$ cat config.mk
export PLATFORM = sky130hd
export DESIGN_NAME = msi_ctrl
export DESIGN_NICKNAME = d
export VERILOG_FILES = /design/src/core/msi_pkg.sv /design/src/core/msi_edge_if.sv /design/src/core/msi_edge_det.sv /design/src/core/msi_ctrl.sv
export SDC_FILE = /design/constraint.sdc
export NUM_CORES = 1
export LEC_CHECK = 0
export BUFFER_PORTS_ARGS = -buffer_cell sky130_fd_sc_hd__buf_2
export CAP_MARGIN = 10
export CORE_MARGIN = 2
export CORE_UTILIZATION = 40
export DETAILED_ROUTE_END_ITERATION = 12
export SLEW_MARGIN = 20
export SYNTH_ARGS = -nofsm -noshare
export SYNTH_HDL_FRONTEND = slang
export SYNTH_SLANG_ARGS = --single-unit
$ cat constraint.sdc
create_clock -name ref_clk -period 5.1 [get_ports ref_clk]
set_input_delay 0.51 -clock ref_clk [delete_from_list [all_inputs] [get_ports ref_clk]]
set_output_delay 0.51 -clock ref_clk [all_outputs]
set_load 0.02 [all_outputs]
$ cat src/core/msi_pkg.sv
package msi_pkg;
    // Register port geometry
    localparam int          ADDR_W         = 4;
    localparam int          DATA_W         = 8;
    localparam int          NUM_SRC        = 7;

    // Register word addresses
    localparam logic [3:0]  ADDR_FLAGS     = 4'h0;
    localparam logic [3:0]  ADDR_FLAG_CLR  = 4'h1;
    localparam logic [3:0]  ADDR_MASK      = 4'h2;
    localparam logic [3:0]  ADDR_EDGE_MODE = 4'h3;
    localparam logic [3:0]  ADDR_CTRL      = 4'h4;
    localparam logic [3:0]  ADDR_ADC_SEL   = 4'h5;
    localparam logic [3:0]  ADDR_FLAG_SET  = 4'h6;

    // Flag and mask bit positions, index equals priority number
    localparam int          BIT_LVD        = 1;
    localparam int          BIT_PIN_A      = 2;
    localparam int          BIT_PIN_B      = 3;
    localparam int          BIT_TMR_H      = 4;
    localparam int          BIT_T16_A      = 5;
    localparam int          BIT_T16_B      = 6;
    localparam int          BIT_ADC        = 7;

    // Control register fields
    localparam int          BIT_IRQ_ALLOW  = 0;
    localparam int          BIT_LV_MODE    = 1;

    // Edge mode fields: pin a in [1:0], pin b in [3:2]
    localparam int          EDGE_LSB_A     = 0;
    localparam int          EDGE_LSB_B     = 2;
    localparam logic [1:0]  EDGE_FALL      = 2'h0;
    localparam logic [1:0]  EDGE_RISE      = 2'h1;
    localparam logic [1:0]  EDGE_NONE      = 2'h2;
    localparam logic [1:0]  EDGE_BOTH      = 2'h3;

    // Reset values
    localparam logic [7:0]  FLAGS_RST      = 8'h00;
    localparam logic [7:0]  MASK_RST       = 8'hff;
    localparam logic [7:0]  EDGE_RST       = 8'h00;
    localparam logic [1:0]  CTRL_RST       = 2'h0;
    localparam logic [1:0]  ADC_SEL_RST    = 2'h0;

    // Vector table: vector = base + 2 * index
    localparam logic [15:0] VEC_BASE       = 16'h0004;
    localparam logic [15:0] VEC_RESET      = 16'h0000;
endpackage

$ cat src/core/msi_edge_if.sv
`timescale 1ns/1ps
// Edge mode in, detected edge event out
interface msi_edge_if;
    logic [1:0] mode;
    logic       hit;

    modport ctrl (output mode, input hit);
    modport det  (input mode, output hit);
endinterface

$ cat src/core/msi_edge_det.sv
`timescale 1ns/1ps
module msi_edge_det (
    // Clock and reset
    input  wire logic ref_clk,
    input  wire logic rst,
    // External pin
    input  wire logic pin,
    // Mode and event
    msi_edge_if.det   eif
);
    logic       sync1_q, sync2_q, prev_q, hit_q;
    logic       hit_d;
    logic       rise, fall;

    ////////////////////////////////////////////////////////////////////////
    // Edge decode on the synchronised level only
    always_comb begin
        rise  = sync2_q & ~prev_q;
        fall  = ~sync2_q & prev_q;
        unique case (eif.mode)
            msi_pkg::EDGE_FALL: hit_d = fall;
            msi_pkg::EDGE_RISE: hit_d = rise;
            msi_pkg::EDGE_NONE: hit_d = 1'b0;  // Prohibited code, no event
            msi_pkg::EDGE_BOTH: hit_d = rise | fall;
        endcase
    end

    // Two-stage synchroniser, then history and event register
    always_ff @(posedge ref_clk or posedge rst) begin
        if (rst) begin
            sync1_q <= 1'b0;
            sync2_q <= 1'b0;
            prev_q  <= 1'b0;
            hit_q   <= 1'b0;
        end else begin
            sync1_q <= pin;
            sync2_q <= sync1_q;
            prev_q  <= sync2_q;
            hit_q   <= hit_d;
        end
    end

    assign eif.hit = hit_q;
endmodule

$ cat src/core/msi_ctrl.sv
// The implementer's own choices: the placing of the registers and the address-and-strobe port.
`timescale 1ns/1ps
module msi_ctrl #(
    parameter int NUM_SRC = msi_pkg::NUM_SRC
) (
    // Clock and reset
    input  wire logic                          ref_clk,
    input  wire logic                          rst,
    // Register port
    input  wire logic [msi_pkg::ADDR_W-1:0]    reg_addr,
    input  wire logic [msi_pkg::DATA_W-1:0]    reg_wdata,
    input  wire logic                          reg_wr,
    input  wire logic                          reg_rd,
    output logic      [msi_pkg::DATA_W-1:0]    reg_rdata,
    // Internal peripheral events, one-cycle pulses; the capture mode inputs are levels
    input  wire logic                          low_voltage_detect,
    input  wire logic                          timer_h_match,
    input  wire logic                          timer16_a_match,
    input  wire logic                          timer16_a_capture_edge,
    input  wire logic                          timer16_a_capture_mode,
    input  wire logic                          timer16_b_match,
    input  wire logic                          timer16_b_capture_edge,
    input  wire logic                          timer16_b_capture_mode,
    input  wire logic                          adc_conv_done,
    input  wire logic                          watchdog_overflow,
    // External interrupt pins, asynchronous
    input  wire logic                          pin_edge_irq_a,
    input  wire logic                          pin_edge_irq_b,
    // CPU core side
    input  wire logic                          cpu_ack,
    input  wire logic                          cpu_reti,
    output logic                               irq_req,
    output logic      [15:0]                   irq_vector,
    output logic                               save_status_pc,
    output logic                               reset_branch,
    output logic      [15:0]                   reset_vector,
    // Power management and misc
    output logic                               standby_release,
    output logic      [1:0]                    adc_channel_select,
    output logic                               low_voltage_mode_bit
);
    localparam int ST_W = $clog2(NUM_SRC + 1);

    logic [NUM_SRC:1] flags_q, flags_d, mask_q, mask_d, src_set;
    logic [7:0]       edge_q, edge_d;
    logic             allow_q, allow_d, lvmode_q, lvmode_d;
    logic [1:0]       adcsel_q, adcsel_d;
    logic [ST_W-1:0]  sel_q, sel_d;
    logic             req_q, req_d, save_q, save_d, rstb_q, rstb_d;
    logic [15:0]      vec_q, vec_d;
    logic [7:0]       rdata_q, rdata_d;
    logic [NUM_SRC:1] accept;
    logic             wr_clr, wr_set;

    msi_edge_if eif_a ();
    msi_edge_if eif_b ();

    ////////////////////////////////////////////////////////////////////////
    // External pin edge detection
    assign eif_a.mode = edge_q[msi_pkg::EDGE_LSB_A +: 2];
    assign eif_b.mode = edge_q[msi_pkg::EDGE_LSB_B +: 2];

    msi_edge_det u_edge_a (
        .ref_clk (ref_clk),
        .rst     (rst),
        .pin     (pin_edge_irq_a),
        .eif     (eif_a)
    );

    msi_edge_det u_edge_b (
        .ref_clk (ref_clk),
        .rst     (rst),
        .pin     (pin_edge_irq_b),
        .eif     (eif_b)
    );

    ////////////////////////////////////////////////////////////////////////
    // Source events mapped onto flag positions
    always_comb begin
        src_set = '0;
        src_set[msi_pkg::BIT_LVD]   = low_voltage_detect & ~lvmode_q;
        src_set[msi_pkg::BIT_PIN_A] = eif_a.hit;
        src_set[msi_pkg::BIT_PIN_B] = eif_b.hit;
        src_set[msi_pkg::BIT_TMR_H] = timer_h_match;
        src_set[msi_pkg::BIT_T16_A] = timer16_a_match
                                    | (timer16_a_capture_mode & timer16_a_capture_edge);
        src_set[msi_pkg::BIT_T16_B] = timer16_b_match
                                    | (timer16_b_capture_mode & timer16_b_capture_edge);
        src_set[msi_pkg::BIT_ADC]   = adc_conv_done;
    end

    ////////////////////////////////////////////////////////////////////////
    // Register writes, flag updates and acknowledge
    always_comb begin
        wr_clr   = reg_wr && reg_addr == msi_pkg::ADDR_FLAG_CLR;
        wr_set   = reg_wr && reg_addr == msi_pkg::ADDR_FLAG_SET;
        mask_d   = mask_q;
        edge_d   = edge_q;
        allow_d  = allow_q;
        lvmode_d = lvmode_q;
        adcsel_d = adcsel_q;
        flags_d  = flags_q;
        save_d   = 1'b0;
        if (reg_wr) begin
            unique case (reg_addr)
                msi_pkg::ADDR_MASK:      mask_d = reg_wdata[NUM_SRC:1];
                msi_pkg::ADDR_EDGE_MODE: edge_d = reg_wdata;
                msi_pkg::ADDR_CTRL: begin
                    allow_d  = reg_wdata[msi_pkg::BIT_IRQ_ALLOW];
                    lvmode_d = reg_wdata[msi_pkg::BIT_LV_MODE];
                end
                msi_pkg::ADDR_ADC_SEL:   adcsel_d = reg_wdata[1:0];
                default: ;
            endcase
        end
        // Software clear, done by software before an A/D restart
        if (wr_clr) begin
            flags_d = flags_d & ~reg_wdata[NUM_SRC:1];
        end
        // Acknowledge clears the served flag and global enable
        if (cpu_ack && req_q) begin
            flags_d[sel_q] = 1'b0;
            allow_d        = 1'b0;
            save_d         = 1'b1;
        end
        if (cpu_reti) begin
            allow_d = 1'b1;
        end
        // Hardware set wins over any clear in the same cycle
        flags_d = flags_d | src_set;
        if (wr_set) begin
            flags_d = flags_d | reg_wdata[NUM_SRC:1];
        end
    end

    ////////////////////////////////////////////////////////////////////////
    // Fixed-priority arbitration on the next state, so request drops with ack
    always_comb begin
        accept = flags_d & ~mask_d;
        sel_d  = '0;
        req_d  = 1'b0;
        for (int i = NUM_SRC; i >= 1; i--) begin
            if (accept[i]) begin
                sel_d = ST_W'(i);
            end
        end
        if (sel_d != '0 && allow_d) begin
            req_d = 1'b1;
        end
        vec_d  = msi_pkg::VEC_BASE + {15'(sel_d), 1'b0};
        rstb_d = watchdog_overflow | (low_voltage_detect & lvmode_q);
    end

    ////////////////////////////////////////////////////////////////////////
    // Read data, valid one cycle after the read strobe
    always_comb begin
        rdata_d = '0;
        if (reg_rd) begin
            unique case (reg_addr)
                msi_pkg::ADDR_FLAGS:     rdata_d = {flags_q, 1'b0};
                msi_pkg::ADDR_MASK:      rdata_d = {mask_q, 1'b1};
                msi_pkg::ADDR_EDGE_MODE: rdata_d = edge_q;
                msi_pkg::ADDR_CTRL:      rdata_d = {6'h00, lvmode_q, allow_q};
                msi_pkg::ADDR_ADC_SEL:   rdata_d = {6'h00, adcsel_q};
                default:                 rdata_d = '0;  // Unmapped and write-only read zero
            endcase
        end
    end

    ////////////////////////////////////////////////////////////////////////
    // State registers
    always_ff @(posedge ref_clk or posedge rst) begin
        if (rst) begin
            flags_q  <= msi_pkg::FLAGS_RST[NUM_SRC:1];
            mask_q   <= msi_pkg::MASK_RST[NUM_SRC:1];
            edge_q   <= msi_pkg::EDGE_RST;
            allow_q  <= msi_pkg::CTRL_RST[msi_pkg::BIT_IRQ_ALLOW];
            lvmode_q <= msi_pkg::CTRL_RST[msi_pkg::BIT_LV_MODE];
            adcsel_q <= msi_pkg::ADC_SEL_RST;
            sel_q    <= '0;
            req_q    <= 1'b0;
            vec_q    <= msi_pkg::VEC_RESET;
            save_q   <= 1'b0;
            rstb_q   <= 1'b0;
            rdata_q  <= '0;
        end else begin
            flags_q  <= flags_d;
            mask_q   <= mask_d;
            edge_q   <= edge_d;
            allow_q  <= allow_d;
            lvmode_q <= lvmode_d;
            adcsel_q <= adcsel_d;
            sel_q    <= sel_d;
            req_q    <= req_d;
            vec_q    <= vec_d;
            save_q   <= save_d;
            rstb_q   <= rstb_d;
            rdata_q  <= rdata_d;
        end
    end

    ////////////////////////////////////////////////////////////////////////
    // Outputs; wake ignores global enable so halted cores still resume
    assign standby_release      = |(flags_q & ~mask_q);
    assign irq_req              = req_q;
    assign irq_vector           = vec_q;
    assign save_status_pc       = save_q;
    assign reset_branch         = rstb_q;
    assign reset_vector         = msi_pkg::VEC_RESET;
    assign reg_rdata            = rdata_q;
    assign adc_channel_select   = adcsel_q;
    assign low_voltage_mode_bit = lvmode_q;
endmodule

==> results of run 1 <==
## layout by cell type, fill, tap and decap left out, types with 2 or more instances in the layout
| cell | n |
|---|---|
| sky130_fd_sc_hd__a2111oi_0 | 2 |
| sky130_fd_sc_hd__a21o_1 | 3 |
| sky130_fd_sc_hd__a21oi_1 | 8 |
| sky130_fd_sc_hd__a221o_1 | 6 |
| sky130_fd_sc_hd__a22oi_1 | 2 |
| sky130_fd_sc_hd__and2_1 | 2 |
| sky130_fd_sc_hd__and3_1 | 3 |
| sky130_fd_sc_hd__buf_2 | 48 |
| sky130_fd_sc_hd__clkbuf_8 | 6 |
| sky130_fd_sc_hd__conb_1 | 28 |
| sky130_fd_sc_hd__dfrtp_1 | 44 |
| sky130_fd_sc_hd__dfstp_2 | 7 |
| sky130_fd_sc_hd__ha_1 | 5 |
| sky130_fd_sc_hd__inv_1 | 16 |
| sky130_fd_sc_hd__mux2_2 | 13 |
| sky130_fd_sc_hd__mux2i_1 | 12 |
| sky130_fd_sc_hd__nand2_1 | 9 |
| sky130_fd_sc_hd__nand2b_1 | 6 |
| sky130_fd_sc_hd__nand3_1 | 10 |
| sky130_fd_sc_hd__nor2_1 | 15 |
| sky130_fd_sc_hd__nor2b_1 | 5 |
| sky130_fd_sc_hd__o21a_1 | 5 |
| sky130_fd_sc_hd__o21ai_0 | 2 |
| sky130_fd_sc_hd__o21ai_1 | 2 |
| sky130_fd_sc_hd__o22ai_1 | 2 |
| sky130_fd_sc_hd__o31a_1 | 4 |
## per-layer routing
layer  track usage  wire [µm]
met1         0.219       2640
met5             0          0
met3        0.0428        315
met2         0.251       2590
met4        0.0462         71
## flip-flops by register name (all words and copies together) (netlist names), 2 cells and up
name	cells
adc_channel_select	2
edge_q	8
flags_q	7
sel_q	3
irq_vector	3
mask_q	7
reg_rdata	8
## cell type report
class                           instances  area, µm²
Clock buffer                            6       82.6
Clock inverter                          2       38.8
Fill cell                             624       3420
Inverter                               17       65.1
Multi-Input combinational cell        163       1120
Sequential cell                        51       1280
Tap cell                               77       96.3
Timing Repair Buffer                   48        240
## power groups by stage
stage / sequential (W) / combinational [W] / clock [W]
after detailed placement: 0.000559 / 0.000298 / 0
after CTS: 0.000551 / 0.000301 / 0.000306
after global routing: 0.000563 / 0.000330 / 0.000326
after global placement: 0.000559 / 0.000296 / 0
after floorplan: 0.000561 / 0.000219 / 0
final: 0.000551 / 0.000298 / 0.000296
## critical path, stage by stage
cell and delay [ns]:
sky130_fd_sc_hd__buf_2 0.11, sky130_fd_sc_hd__nor2b_1 0.56, sky130_fd_sc_hd__nand3_1 0.14, sky130_fd_sc_hd__a221o_1 0.35, sky130_fd_sc_hd__a22oi_1 0.26, sky130_fd_sc_hd__nand3b_1 0.18
sky130_fd_sc_hd__a31oi_1 0.11, sky130_fd_sc_hd__ha_1 0.31
## stage by stage
stage | setup slack [ns] | cells | hold slack [ns]
3_5_place_dp | 2.43 | 356 | 0.342
2_1_floorplan | 2.93 | 268 | 0.331
6_report | 2.76 | 364 | 0.299
5_1_grt | 2.62 | 364 | 0.272
4_1_cts | 2.77 | 364 | 0.289
3_3_place_gp | 2.48 | 356 | 0.333
## logic make-up (layout without fill, tap and decap cells)
family | count (synthesis) | after routing | share of synthesized area
DFF | 51 | 51 | 0.490
muxes | 27 | 27 | 0.112
AOI/OAI and AO/OA | 45 | 45 | 0.131
other | 1 | 28 | 0.00143
and+or+nand+nor | 58 | 58 | 0.119
adders and majority gates | 5 | 5 | 0.0239
buffers and inverters | 54 | 73 | 0.122
## path summary, 6_finish.rpt
path | startpoint | to | slack (ns) | cells past startpoint
worst max-delay path | reg_addr[3] | irq_vector[3] | 2.76 | 8
worst min-delay path | pin_edge_irq_a | u_edge_a.sync1_q | 0.30 | 1
worst max register to register | sel_q[1] | irq_vector[3] | 2.92 | 7
worst min register to register | u_edge_b.sync1_q | u_edge_b.sync2_q | 0.36 | 0
max in group asynchronous | rst | reg_rdata[0] | 4.23 | 2
min in group asynchronous | rst | u_edge_b.sync1_q | 0.34 | 2
==> impl_summary.txt, run 1 <==
----------------------------------------------------
[Synth]
  Cell taking the most area after synthesis ... sky130_fd_sc_hd__dfrtp_1
  Number of distinct library cells after synthesis ... 47
  Seq/Total Area, Yosys ... 0.490
  Synthesized flop and latch total ... 51
  Top-count cell post-synth ... sky130_fd_sc_hd__dfrtp_1
  Syn Area/Cell ... approximately 11 µm²
  Number of enable-type register cells in the synthesized netlist ... 0
  Async set-reset flop share out of synthesis ... 1.00
  Most area-consuming cells after synthesis ... sky130_fd_sc_hd__dfrtp_1, sky130_fd_sc_hd__buf_4, sky130_fd_sc_hd__dfstp_2, sky130_fd_sc_hd__mux2_2, sky130_fd_sc_hd__mux2i_1
  Synthesized area ... 2620 µm²
  Ys flop type ... sky130_fd_sc_hd__dfrtp_1
  Share of Yosys cell area claimed by the top area cell type ... 0.420
  Number of warning messages in the yosys log ... 0
  Cell count after synthesis ... 241
  Most used standard cells in the synthesized netlist ... sky130_fd_sc_hd__dfrtp_1, sky130_fd_sc_hd__buf_4, sky130_fd_sc_hd__inv_1

[Worst setup path]
  Setup CP Type ... in -> reg
  Arrival time reported for the critical path endpoint ... about 2.5 ns
  Startpoint Class ... primary input
  Crit Path Max Fanout ... 9
  Required time reported for the critical path endpoint ... 5.30 ns
  Category of the worst setup path capture point ... flop

[Power and ir drop]
  Internal Power ... 0.000775 W
  Leakage component of the power ... 1.46 nW
  Peak VDD IR ... between 0.2 and 0.25 mV
  Clock share of power ... 0.259
  Power per unit of standard cell area ... ~400 nW/µm²
  Switching power of the nets ... 0.000371 W
  Part of the power in combinational logic ... 0.260
  Net Sw Frac ... 0.324
  Part of the power in registers ... 0.481
  Total Power ... 0.00115 W

[Global route]
  Aggregate global routing overflow ... 0
  Via count of the first global-routing pass ... 1716
  Antenna violations before repair ... 0
  Global-route wire length before repair ... 8890 µm
  Pin count of the biggest net entering global routing ... 52
  All-layer global routing usage ... 0.160

[Drt]
  Detailed-route wire length ... approximately 5600 µm
  ANT nets after route ... 0
  Starting DRC count in detailed routing ... 137
  Number of remaining DRC errors ... 0
  Detailed-route vias per instance ... 4.94
  Length of the first detailed-routing pass in iterations ... 4
  DR vias ... 1799
  Wire length per cell after detailed routing ... between 15 and 20 µm

[Timing]
  Final Critical Period ... 2.34 ns
  Final period utilization ... 0.459
  Max frequency ... 427 MHz
  Relative slew margins ... 0.419
  Number of hold violations in the final report ... 0
  RSZ-0062 raised after global routing ... false
  Final number of setup-violating endpoints ... 0
  Fin Setup TNS ... 0 ns
  Slew Viols, Final ... 0
  Worst-case clock skew ... 0.00791 ns
  Pin slew with the least headroom to its limit ... 0.871 ns

[Floorplanning]
  Top Ports ... 77
  Site Rows ... 29
  Die span in x ... between 80 and 90 µm
  Vertical die dimension ... about 85 µm
  Initial core utilization ... 0.413
  Total core area ... 6350 µm²
  Area of the die ... 7220 µm²

[Run]
  Max Cap Violations ... 0

[Status]
  Run status ... complete, no violations

[Clock network]
  TritonCTS clock tree ... done
  # hold bufs at CTS ... 0
  CTS H-tree lvls ... 2
  Post_cts resized ... 0
  Reg clk slew, reported paths ... ~0.090 ns
  Clock network latency to the later pin of the worst-skew pair ... 0.31 ns
  Clock sinks ... between 50 and 60
  Number of clock buffers inserted by TritonCTS ... 5
  Setup bufs post-CTS ... 0
  Root Buffer Master ... sky130_fd_sc_hd__clkbuf_8
  Maximum buffer depth of the clock tree ... 2

[Finish]
  Diode count ... 0
  Final nets ... 321
  Syn-to-layout area delta ... 11.6%
  Fraction of final layout cells sized beyond drive strength 1 ... 0.289
  Final standard cell area without fillers ... approximately 3000 µm²
  Layout Utilization ... 0.461

[Place]
  Count of input and output buffers ... 48
  Final HPWL from detailed placement ... 4190 µm
  Cell Area, Placed ... 2800 µm²
  Last weighted congestion value of the routability-driven placer ... 0.838

[Worst hold path]
  Tightest Hold Check Type ... in -> reg

----------------------------------------------------
Power figures use the tool's default switching activity.
==> inputs of run 2 (changes only) <==
- clock period: 5.1 -> 2.4 ns (I/O delays scaled with it)
==> impl_summary.txt, run 2 (same netlist as run 1, synthesis figures left out) <==
----------------------------------------------------
[Status]
  Run status ... complete, no violations

[Timing]
  Max frequency ... 456 MHz
  Final period utilization ... 0.914
  RSZ-0062 raised after global routing ... false
  Final number of setup-violating endpoints ... 0 (unchanged)
  Final worst hold slack ... 0.0266 ns (-0.272 ns)
  Worst-case clock skew ... 0.00496 ns (-0.00295 ns)
  Relative slew margins ... 0.647 (+0.228)
  Pin slew with the least headroom to its limit ... 0.528 ns (-0.343 ns)
  Final Critical Period ... 2.19 ns
  Number of hold violations in the final report ... 0 (unchanged)
  Slew Viols, Final ... 0 (unchanged)
  Fin Setup TNS ... 0 ns (unchanged)
  Final Worst Setup Slack ... 0.207 ns (-2.55 ns)

[Power and ir drop]
  Power per unit of standard cell area ... 823 nW/µm² (+110%)
  Peak VDD IR ... 0.408 mV (+100%)
  Part of the power in combinational logic ... 0.262 (+0.002)
  Leakage component of the power ... 1.49 nW (+1.9%)
  Switching power of the nets ... 0.000795 W (+110%)
  Part of the power in registers ... 0.478 (-0.003)
  Net Sw Frac ... 0.324 (+0.000423)
  Clock share of power ... 0.260 (about the same)
  Internal Power ... 0.00166 W (+110%)

[Finish]
  Leading cell type in the layout, fill and taps excluded ... sky130_fd_sc_hd__buf_2
  Final nets ... 326 (+1.6%)
  Fraction of final layout cells sized beyond drive strength 1 ... 0.298 (+0.00875)
  Syn-to-layout area delta ... 13.6%
  Diode count ... 0 (unchanged)
  Layout Utilization ... 0.469 (+0.00808)
  Filler-free cell count of the finished design ... 369 (+1.4%)
  Most used cells in the layout excluding fill and tap cells ... sky130_fd_sc_hd__buf_2, sky130_fd_sc_hd__dfrtp_1, sky130_fd_sc_hd__conb_1

[Worst setup path]
  Arrival time reported for the critical path endpoint ... 2.39 ns (-0.15 ns)
  Crit path buffers/inverters ... 0 (-1)
  Crit Path Max Fanout ... 4 (-5)
  Worst path cell trace ... nand3_1 > o21a_1 > a221o_1 > a22oi_1 > nand3b_1 > a31oi_1 > ha_1
  Top Family by Delay on Critical Path ... compound AO/OA/AOI/OAI gates
  Setup CP Type ... reg -> reg
  Required time reported for the critical path endpoint ... 2.60 ns (-2.70 ns)
  Library cell contributing the largest single delay on the critical path ... sky130_fd_sc_hd__dfrtp_1
  Crit-path max cell delay ... 0.43 ns (-0.13 ns)
  Category of the worst setup path capture point ... flop
  Startpoint Class ... flop

[Floorplanning]
  Site Rows ... 29 (unchanged)
  Die span in x ... 85.0 µm (unchanged)
  Top Ports ... 77 (unchanged)
  Area of the die ... 7220 µm² (unchanged)
  Vertical die dimension ... 85.0 µm (unchanged)
  Initial core utilization ... 0.413 (unchanged)
  Total core area ... 6350 µm² (unchanged)

[Clock network]
  Clock network latency to the later pin of the worst-skew pair ... 0.31 ns (about the same)
  Maximum buffer depth of the clock tree ... 2 (unchanged)
  Reg clk slew, reported paths ... 0.09 ns (about the same)
  TritonCTS clock tree ... done
  Number of clock buffers inserted by TritonCTS ... 5 (unchanged)
  Clock sinks ... 51 (unchanged)
  CTS H-tree lvls ... 2 (unchanged)
  Root Buffer Master ... sky130_fd_sc_hd__clkbuf_8

[Drt]
  Number of remaining DRC errors ... 0 (unchanged)
  ANT nets after route ... 0 (unchanged)
  DR vias ... 1806 (+0.39%)
  Detailed-route vias per instance ... 4.89 (-0.97%)
  Wire length per cell after detailed routing ... 14.9 µm (-3.1%)
  Starting DRC count in detailed routing ... 127 (-7.3%)
  Length of the first detailed-routing pass in iterations ... 5 (+1)
  Detailed-route wire length ... 5510 µm (-1.8%)

[Place]
  Number of placed instances with taps included ... 360 (+1.1%)
  Worst Setup Slack post-DPL ... 0.0774 ns (-2.35 ns)
  Last weighted congestion value of the routability-driven placer ... 0.836 (-0.17%)
  Final HPWL from detailed placement ... 4210 µm (+0.64%)
  Count of input and output buffers ... 48 (unchanged)

[Global route]
  Antenna violations before repair ... 0 (unchanged)
  Pin count of the biggest net entering global routing ... 28 (-46%)
  All-layer global routing usage ... 0.160 (-0.000180)
  Global-route wire length before repair ... 8940 µm (+0.54%)
  Aggregate global routing overflow ... 0 (unchanged)
  Via count of the first global-routing pass ... 1721 (+0.29%)

[Run]
  Max Cap Violations ... 0 (unchanged)

[Worst hold path]
  Tightest Hold Check Type ... in -> reg

----------------------------------------------------
## run 2: cell types whose count changed in the layout (fill, tap and decap cells not counted), sizes merged
cell / previous run / this run
clkinv: 1 / 0
buf: 48 / 52
inv: 17 / 18
dlygate4sd3: 0 / 1
## run 2: timing repair
action                                 CTS  global route
gates resized for setup                  0             0
endpoints found under the hold margin   21             0
setup endpoints to repair                0             0
hold buffers                             1             0
buffers inserted                         0             0
## run 2: power by group through the flow
stage          Clock (W)  Sequential, W  Combinational [W]
2_1_floorplan          0        0.00119           0.000465
3_3_place_gp           0        0.00119           0.000635
3_5_place_dp           0        0.00119           0.000641
4_1_cts         0.000653        0.00117           0.000650
5_1_grt         0.000694        0.00120           0.000711
6_report        0.000637        0.00117           0.000643
## run 2: cell type report
cell class                      instances  area [µm²]
Clock buffer                            6        82.6
Clock inverter                          2        38.8
Fill cell                             628        3370
Inverter                               17        63.8
Multi-Input combinational cell        163        1120
Sequential cell                        51        1280
Tap cell                               77        96.3
Timing Repair Buffer                   53         293
## run 2: layer usage
layer | global-route usage | share of wire | up-vias
met5 | 0 | 0 | -
met1 | 0.223 | 0.48 | 871
met3 | 0.0331 | 0.049 | 5
li1 | - | - | 876
met4 | 0.0476 | 0.014 | 0
met2 | 0.254 | 0.46 | 54
## run 2: final timing paths
check                                 startpoint                to  slack (ns)  cells past startpoint
worst max-delay path                    sel_q[1]     irq_vector[3]        0.21                      7
worst min register to register  u_edge_b.sync1_q  u_edge_b.sync2_q        0.36                      0
min in group asynchronous                    rst      reset_branch        0.51                      3
worst min-delay path              pin_edge_irq_a  u_edge_a.sync1_q        0.03                      1
worst max register to register          sel_q[1]     irq_vector[3]        0.21                      7
max in group asynchronous                    rst         mask_q[6]        1.30                      4
## run 2: through the flow
step | total power, W | cell area [µm²]
after floorplan | 0.00166 | 2720
after global placement | 0.00182 | 2850
after detailed placement | 0.00183 | 2850
after CTS | 0.00248 | 2980
after global routing | 0.00260 | 2980
final | 0.00245 | 2980
==> inputs of run 3 (changes only) <==
- BUFFER_PORTS_ARGS: -buffer_cell sky130_fd_sc_hd__buf_2 -> not set
- CORE_MARGIN: 2 -> not set
- DONT_BUFFER_PORTS: not set -> 1
- MAX_ROUTING_LAYER: not set -> met4
==> impl_summary.txt, run 3 (same netlist as run 1, synthesis figures left out) <==
----------------------------------------------------
[Drt]
  Detailed-route wire length ... 5370 µm (-2.6%)
  Length of the first detailed-routing pass in iterations ... 4 (-1)
  Number of remaining DRC errors ... 0 (unchanged)
  Detailed-route vias per instance ... 5.17 (+5.6%)
  Wire length per cell after detailed routing ... 16.4 µm (+10%)
  Starting DRC count in detailed routing ... 114 (-10%)
  ANT nets after route ... 0 (unchanged)
  DR vias ... 1690 (-6.4%)

[Worst setup path]
  Category of the worst setup path capture point ... flop
  Startpoint Class ... flop
  Crit Path Max Fanout ... 5 (+1)
  Setup CP Type ... reg -> reg
  Required time reported for the critical path endpoint ... 2.60 ns (about the same)
  Arrival time reported for the critical path endpoint ... 2.36 ns (-0.03 ns)

[Timing]
  Worst-case clock skew ... 0.00469 ns (-0.000272 ns)
  Max frequency ... 463 MHz (+1.5%)
  Slew Viols, Final ... 0 (unchanged)
  Final period utilization ... 0.900 (-0.0136)
  Final number of setup-violating endpoints ... 0 (unchanged)
  Pin slew with the least headroom to its limit ... 0.598 ns (+0.0698 ns)
  Final Critical Period ... 2.16 ns (-0.0328 ns)
  Number of hold violations in the final report ... 0 (unchanged)
  Fin Setup TNS ... 0 ns (unchanged)
  Relative slew margins ... 0.601 (-0.0466)
  RSZ-0062 raised after global routing ... false

[Global route]
  Via count of the first global-routing pass ... 1640 (-4.7%)
  Pin count of the biggest net entering global routing ... 30 (+7.1%)
  Antenna violations before repair ... 0 (unchanged)
  Aggregate global routing overflow ... 0 (unchanged)
  Global-route wire length before repair ... 8850 µm (-1.0%)
  All-layer global routing usage ... 0.171 (+0.0107)

[Finish]
  Final nets ... 284 (-13%)
  Number of filler instances in the final layout ... 600 (-4.5%)
  Final standard cell area without fillers ... 2770 µm² (-7.0%)
  Fraction of final layout cells sized beyond drive strength 1 ... 0.168 (-0.130)
  Most used cells in the layout excluding fill and tap cells ... sky130_fd_sc_hd__dfrtp_1, sky130_fd_sc_hd__conb_1, sky130_fd_sc_hd__inv_1
  Syn-to-layout area delta ... 5.58%
  Diode count ... 0 (unchanged)
  Leading cell type in the layout, fill and taps excluded ... sky130_fd_sc_hd__dfrtp_1

[Power and ir drop]
  Total Power ... 0.00236 W (-3.7%)
  Power per unit of standard cell area ... 853 nW/µm² (+3.5%)
  Peak VDD IR ... 0.543 mV (+33%)
  Leakage component of the power ... 1.31 nW (-12%)

[Clock network]
  Root Buffer Master ... sky130_fd_sc_hd__clkbuf_8
  Reg clk slew, reported paths ... 0.09 ns (about the same)
  Post_cts resized ... 0 (unchanged)
  Number of clock buffers inserted by TritonCTS ... 5 (unchanged)
  CTS H-tree lvls ... 2 (unchanged)
  Clock sinks ... 51 (unchanged)
  Setup bufs post-CTS ... 0 (unchanged)
  Maximum buffer depth of the clock tree ... 2 (unchanged)
  TritonCTS clock tree ... done
  Clock network latency to the later pin of the worst-skew pair ... 0.31 ns (about the same)
  # hold bufs at CTS ... 3 (+2)

[Place]
  Count of input and output buffers ... 0 (-100%)
  Cell Area, Placed ... 2620 µm² (-8.1%)
  Final HPWL from detailed placement ... 4060 µm (-3.6%)
  Last weighted congestion value of the routability-driven placer ... 0.909 (+8.7%)

[Floorplanning]
  Site Rows ... 29 (unchanged)
  Area of the die ... 6880 µm² (-4.7%)
  Total core area ... 6350 µm² (unchanged)
  Initial core utilization ... 0.413 (unchanged)
  Vertical die dimension ... 83.0 µm (-2.4%)
  Die span in x ... 83.0 µm (-2.4%)
  Top Ports ... 77 (unchanged)

[Status]
  Run status ... complete, no violations

[Run]
  Max Cap Violations ... 0 (unchanged)

[Worst hold path]
  Tightest Hold Check Type ... in -> reg

----------------------------------------------------
run 3: changes by cell type in the layout (fill, tap and decap cells not counted), sizes merged:
cell / change
clkbuf: -1
clkinv: +2
dlygate4sd3: +3
inv: -1
buf: -45
run 3: worst max-delay path, stage by stage (launching register included):
cell                       delay [ns]
sky130_fd_sc_hd__dfrtp_1         0.44
sky130_fd_sc_hd__nand2b_1        0.20
sky130_fd_sc_hd__o31a_1          0.27
sky130_fd_sc_hd__a221o_1         0.34
sky130_fd_sc_hd__nand2b_1        0.15
sky130_fd_sc_hd__nand3b_1        0.14
sky130_fd_sc_hd__a31oi_1         0.24
sky130_fd_sc_hd__ha_1            0.27
run 3: report_power, final:
| part | switching, W | internal (W) | leakage [nW] |
|---|---|---|---|
| clock | 0.000294 | 0.000311 | 0.0581 |
| combinational | 0.000300 | 0.000244 | 0.654 |
| sequential | 0.000172 | 0.00104 | 0.598 |
| total | 0.000766 | 0.00159 | 1.31 |
run 3: metrics by stage:
stage / hold WS [ns] / worst slack, ns / util / std cells
floorplan: 0.271 / 0.432 / - / 268
global placement: 0.229 / 0.299 / 0.412 / 315
detailed placement: 0.233 / 0.295 / 0.412 / 315
CTS: 0.00917 / 0.261 / 0.434 / 326
global route: 0.0216 / 0.142 / 0.436 / 327
finish: 0.0404 / 0.240 / 0.436 / 327
run 3: cell type report:
class | instances | area (µm²) | share of cell area
Sequential cell | 51 | 1280 | 0.464
Multi-Input combinational cell | 163 | 1120 | 0.404
Tap cell | 77 | 96.3 | 0.0348
Timing Repair Buffer | 11 | 92.6 | 0.0335
Clock buffer | 5 | 68.8 | 0.0249
Inverter | 17 | 63.8 | 0.0231
Clock inverter | 3 | 43.8 | 0.0158
run 3: routing by layer:
metal | vias up | track usage | wire, µm
met5 | - | - | 0
met4 | 0 | 0.0517 | 65
met1 | 826 | 0.233 | 2540
li1 | 795 | - | -
met2 | 63 | 0.263 | 2510
met3 | 6 | 0.0278 | 255
run 3: path summary, 6_finish.rpt:
kind | from | end | slack, ns | cells past startpoint
max | sel_q[0] | irq_vector[3] | 0.24 | 7
min | reg_addr[1] | reg_rdata[0] | 0.04 | 1
max reg2reg | sel_q[0] | irq_vector[3] | 0.24 | 7
min reg2reg | u_edge_a.sync1_q | u_edge_a.sync2_q | 0.36 | 0
max in group asynchronous | rst | mask_q[1] | 1.26 | 3
min in group asynchronous | rst | u_edge_b.sync1_q | 0.45 | 2
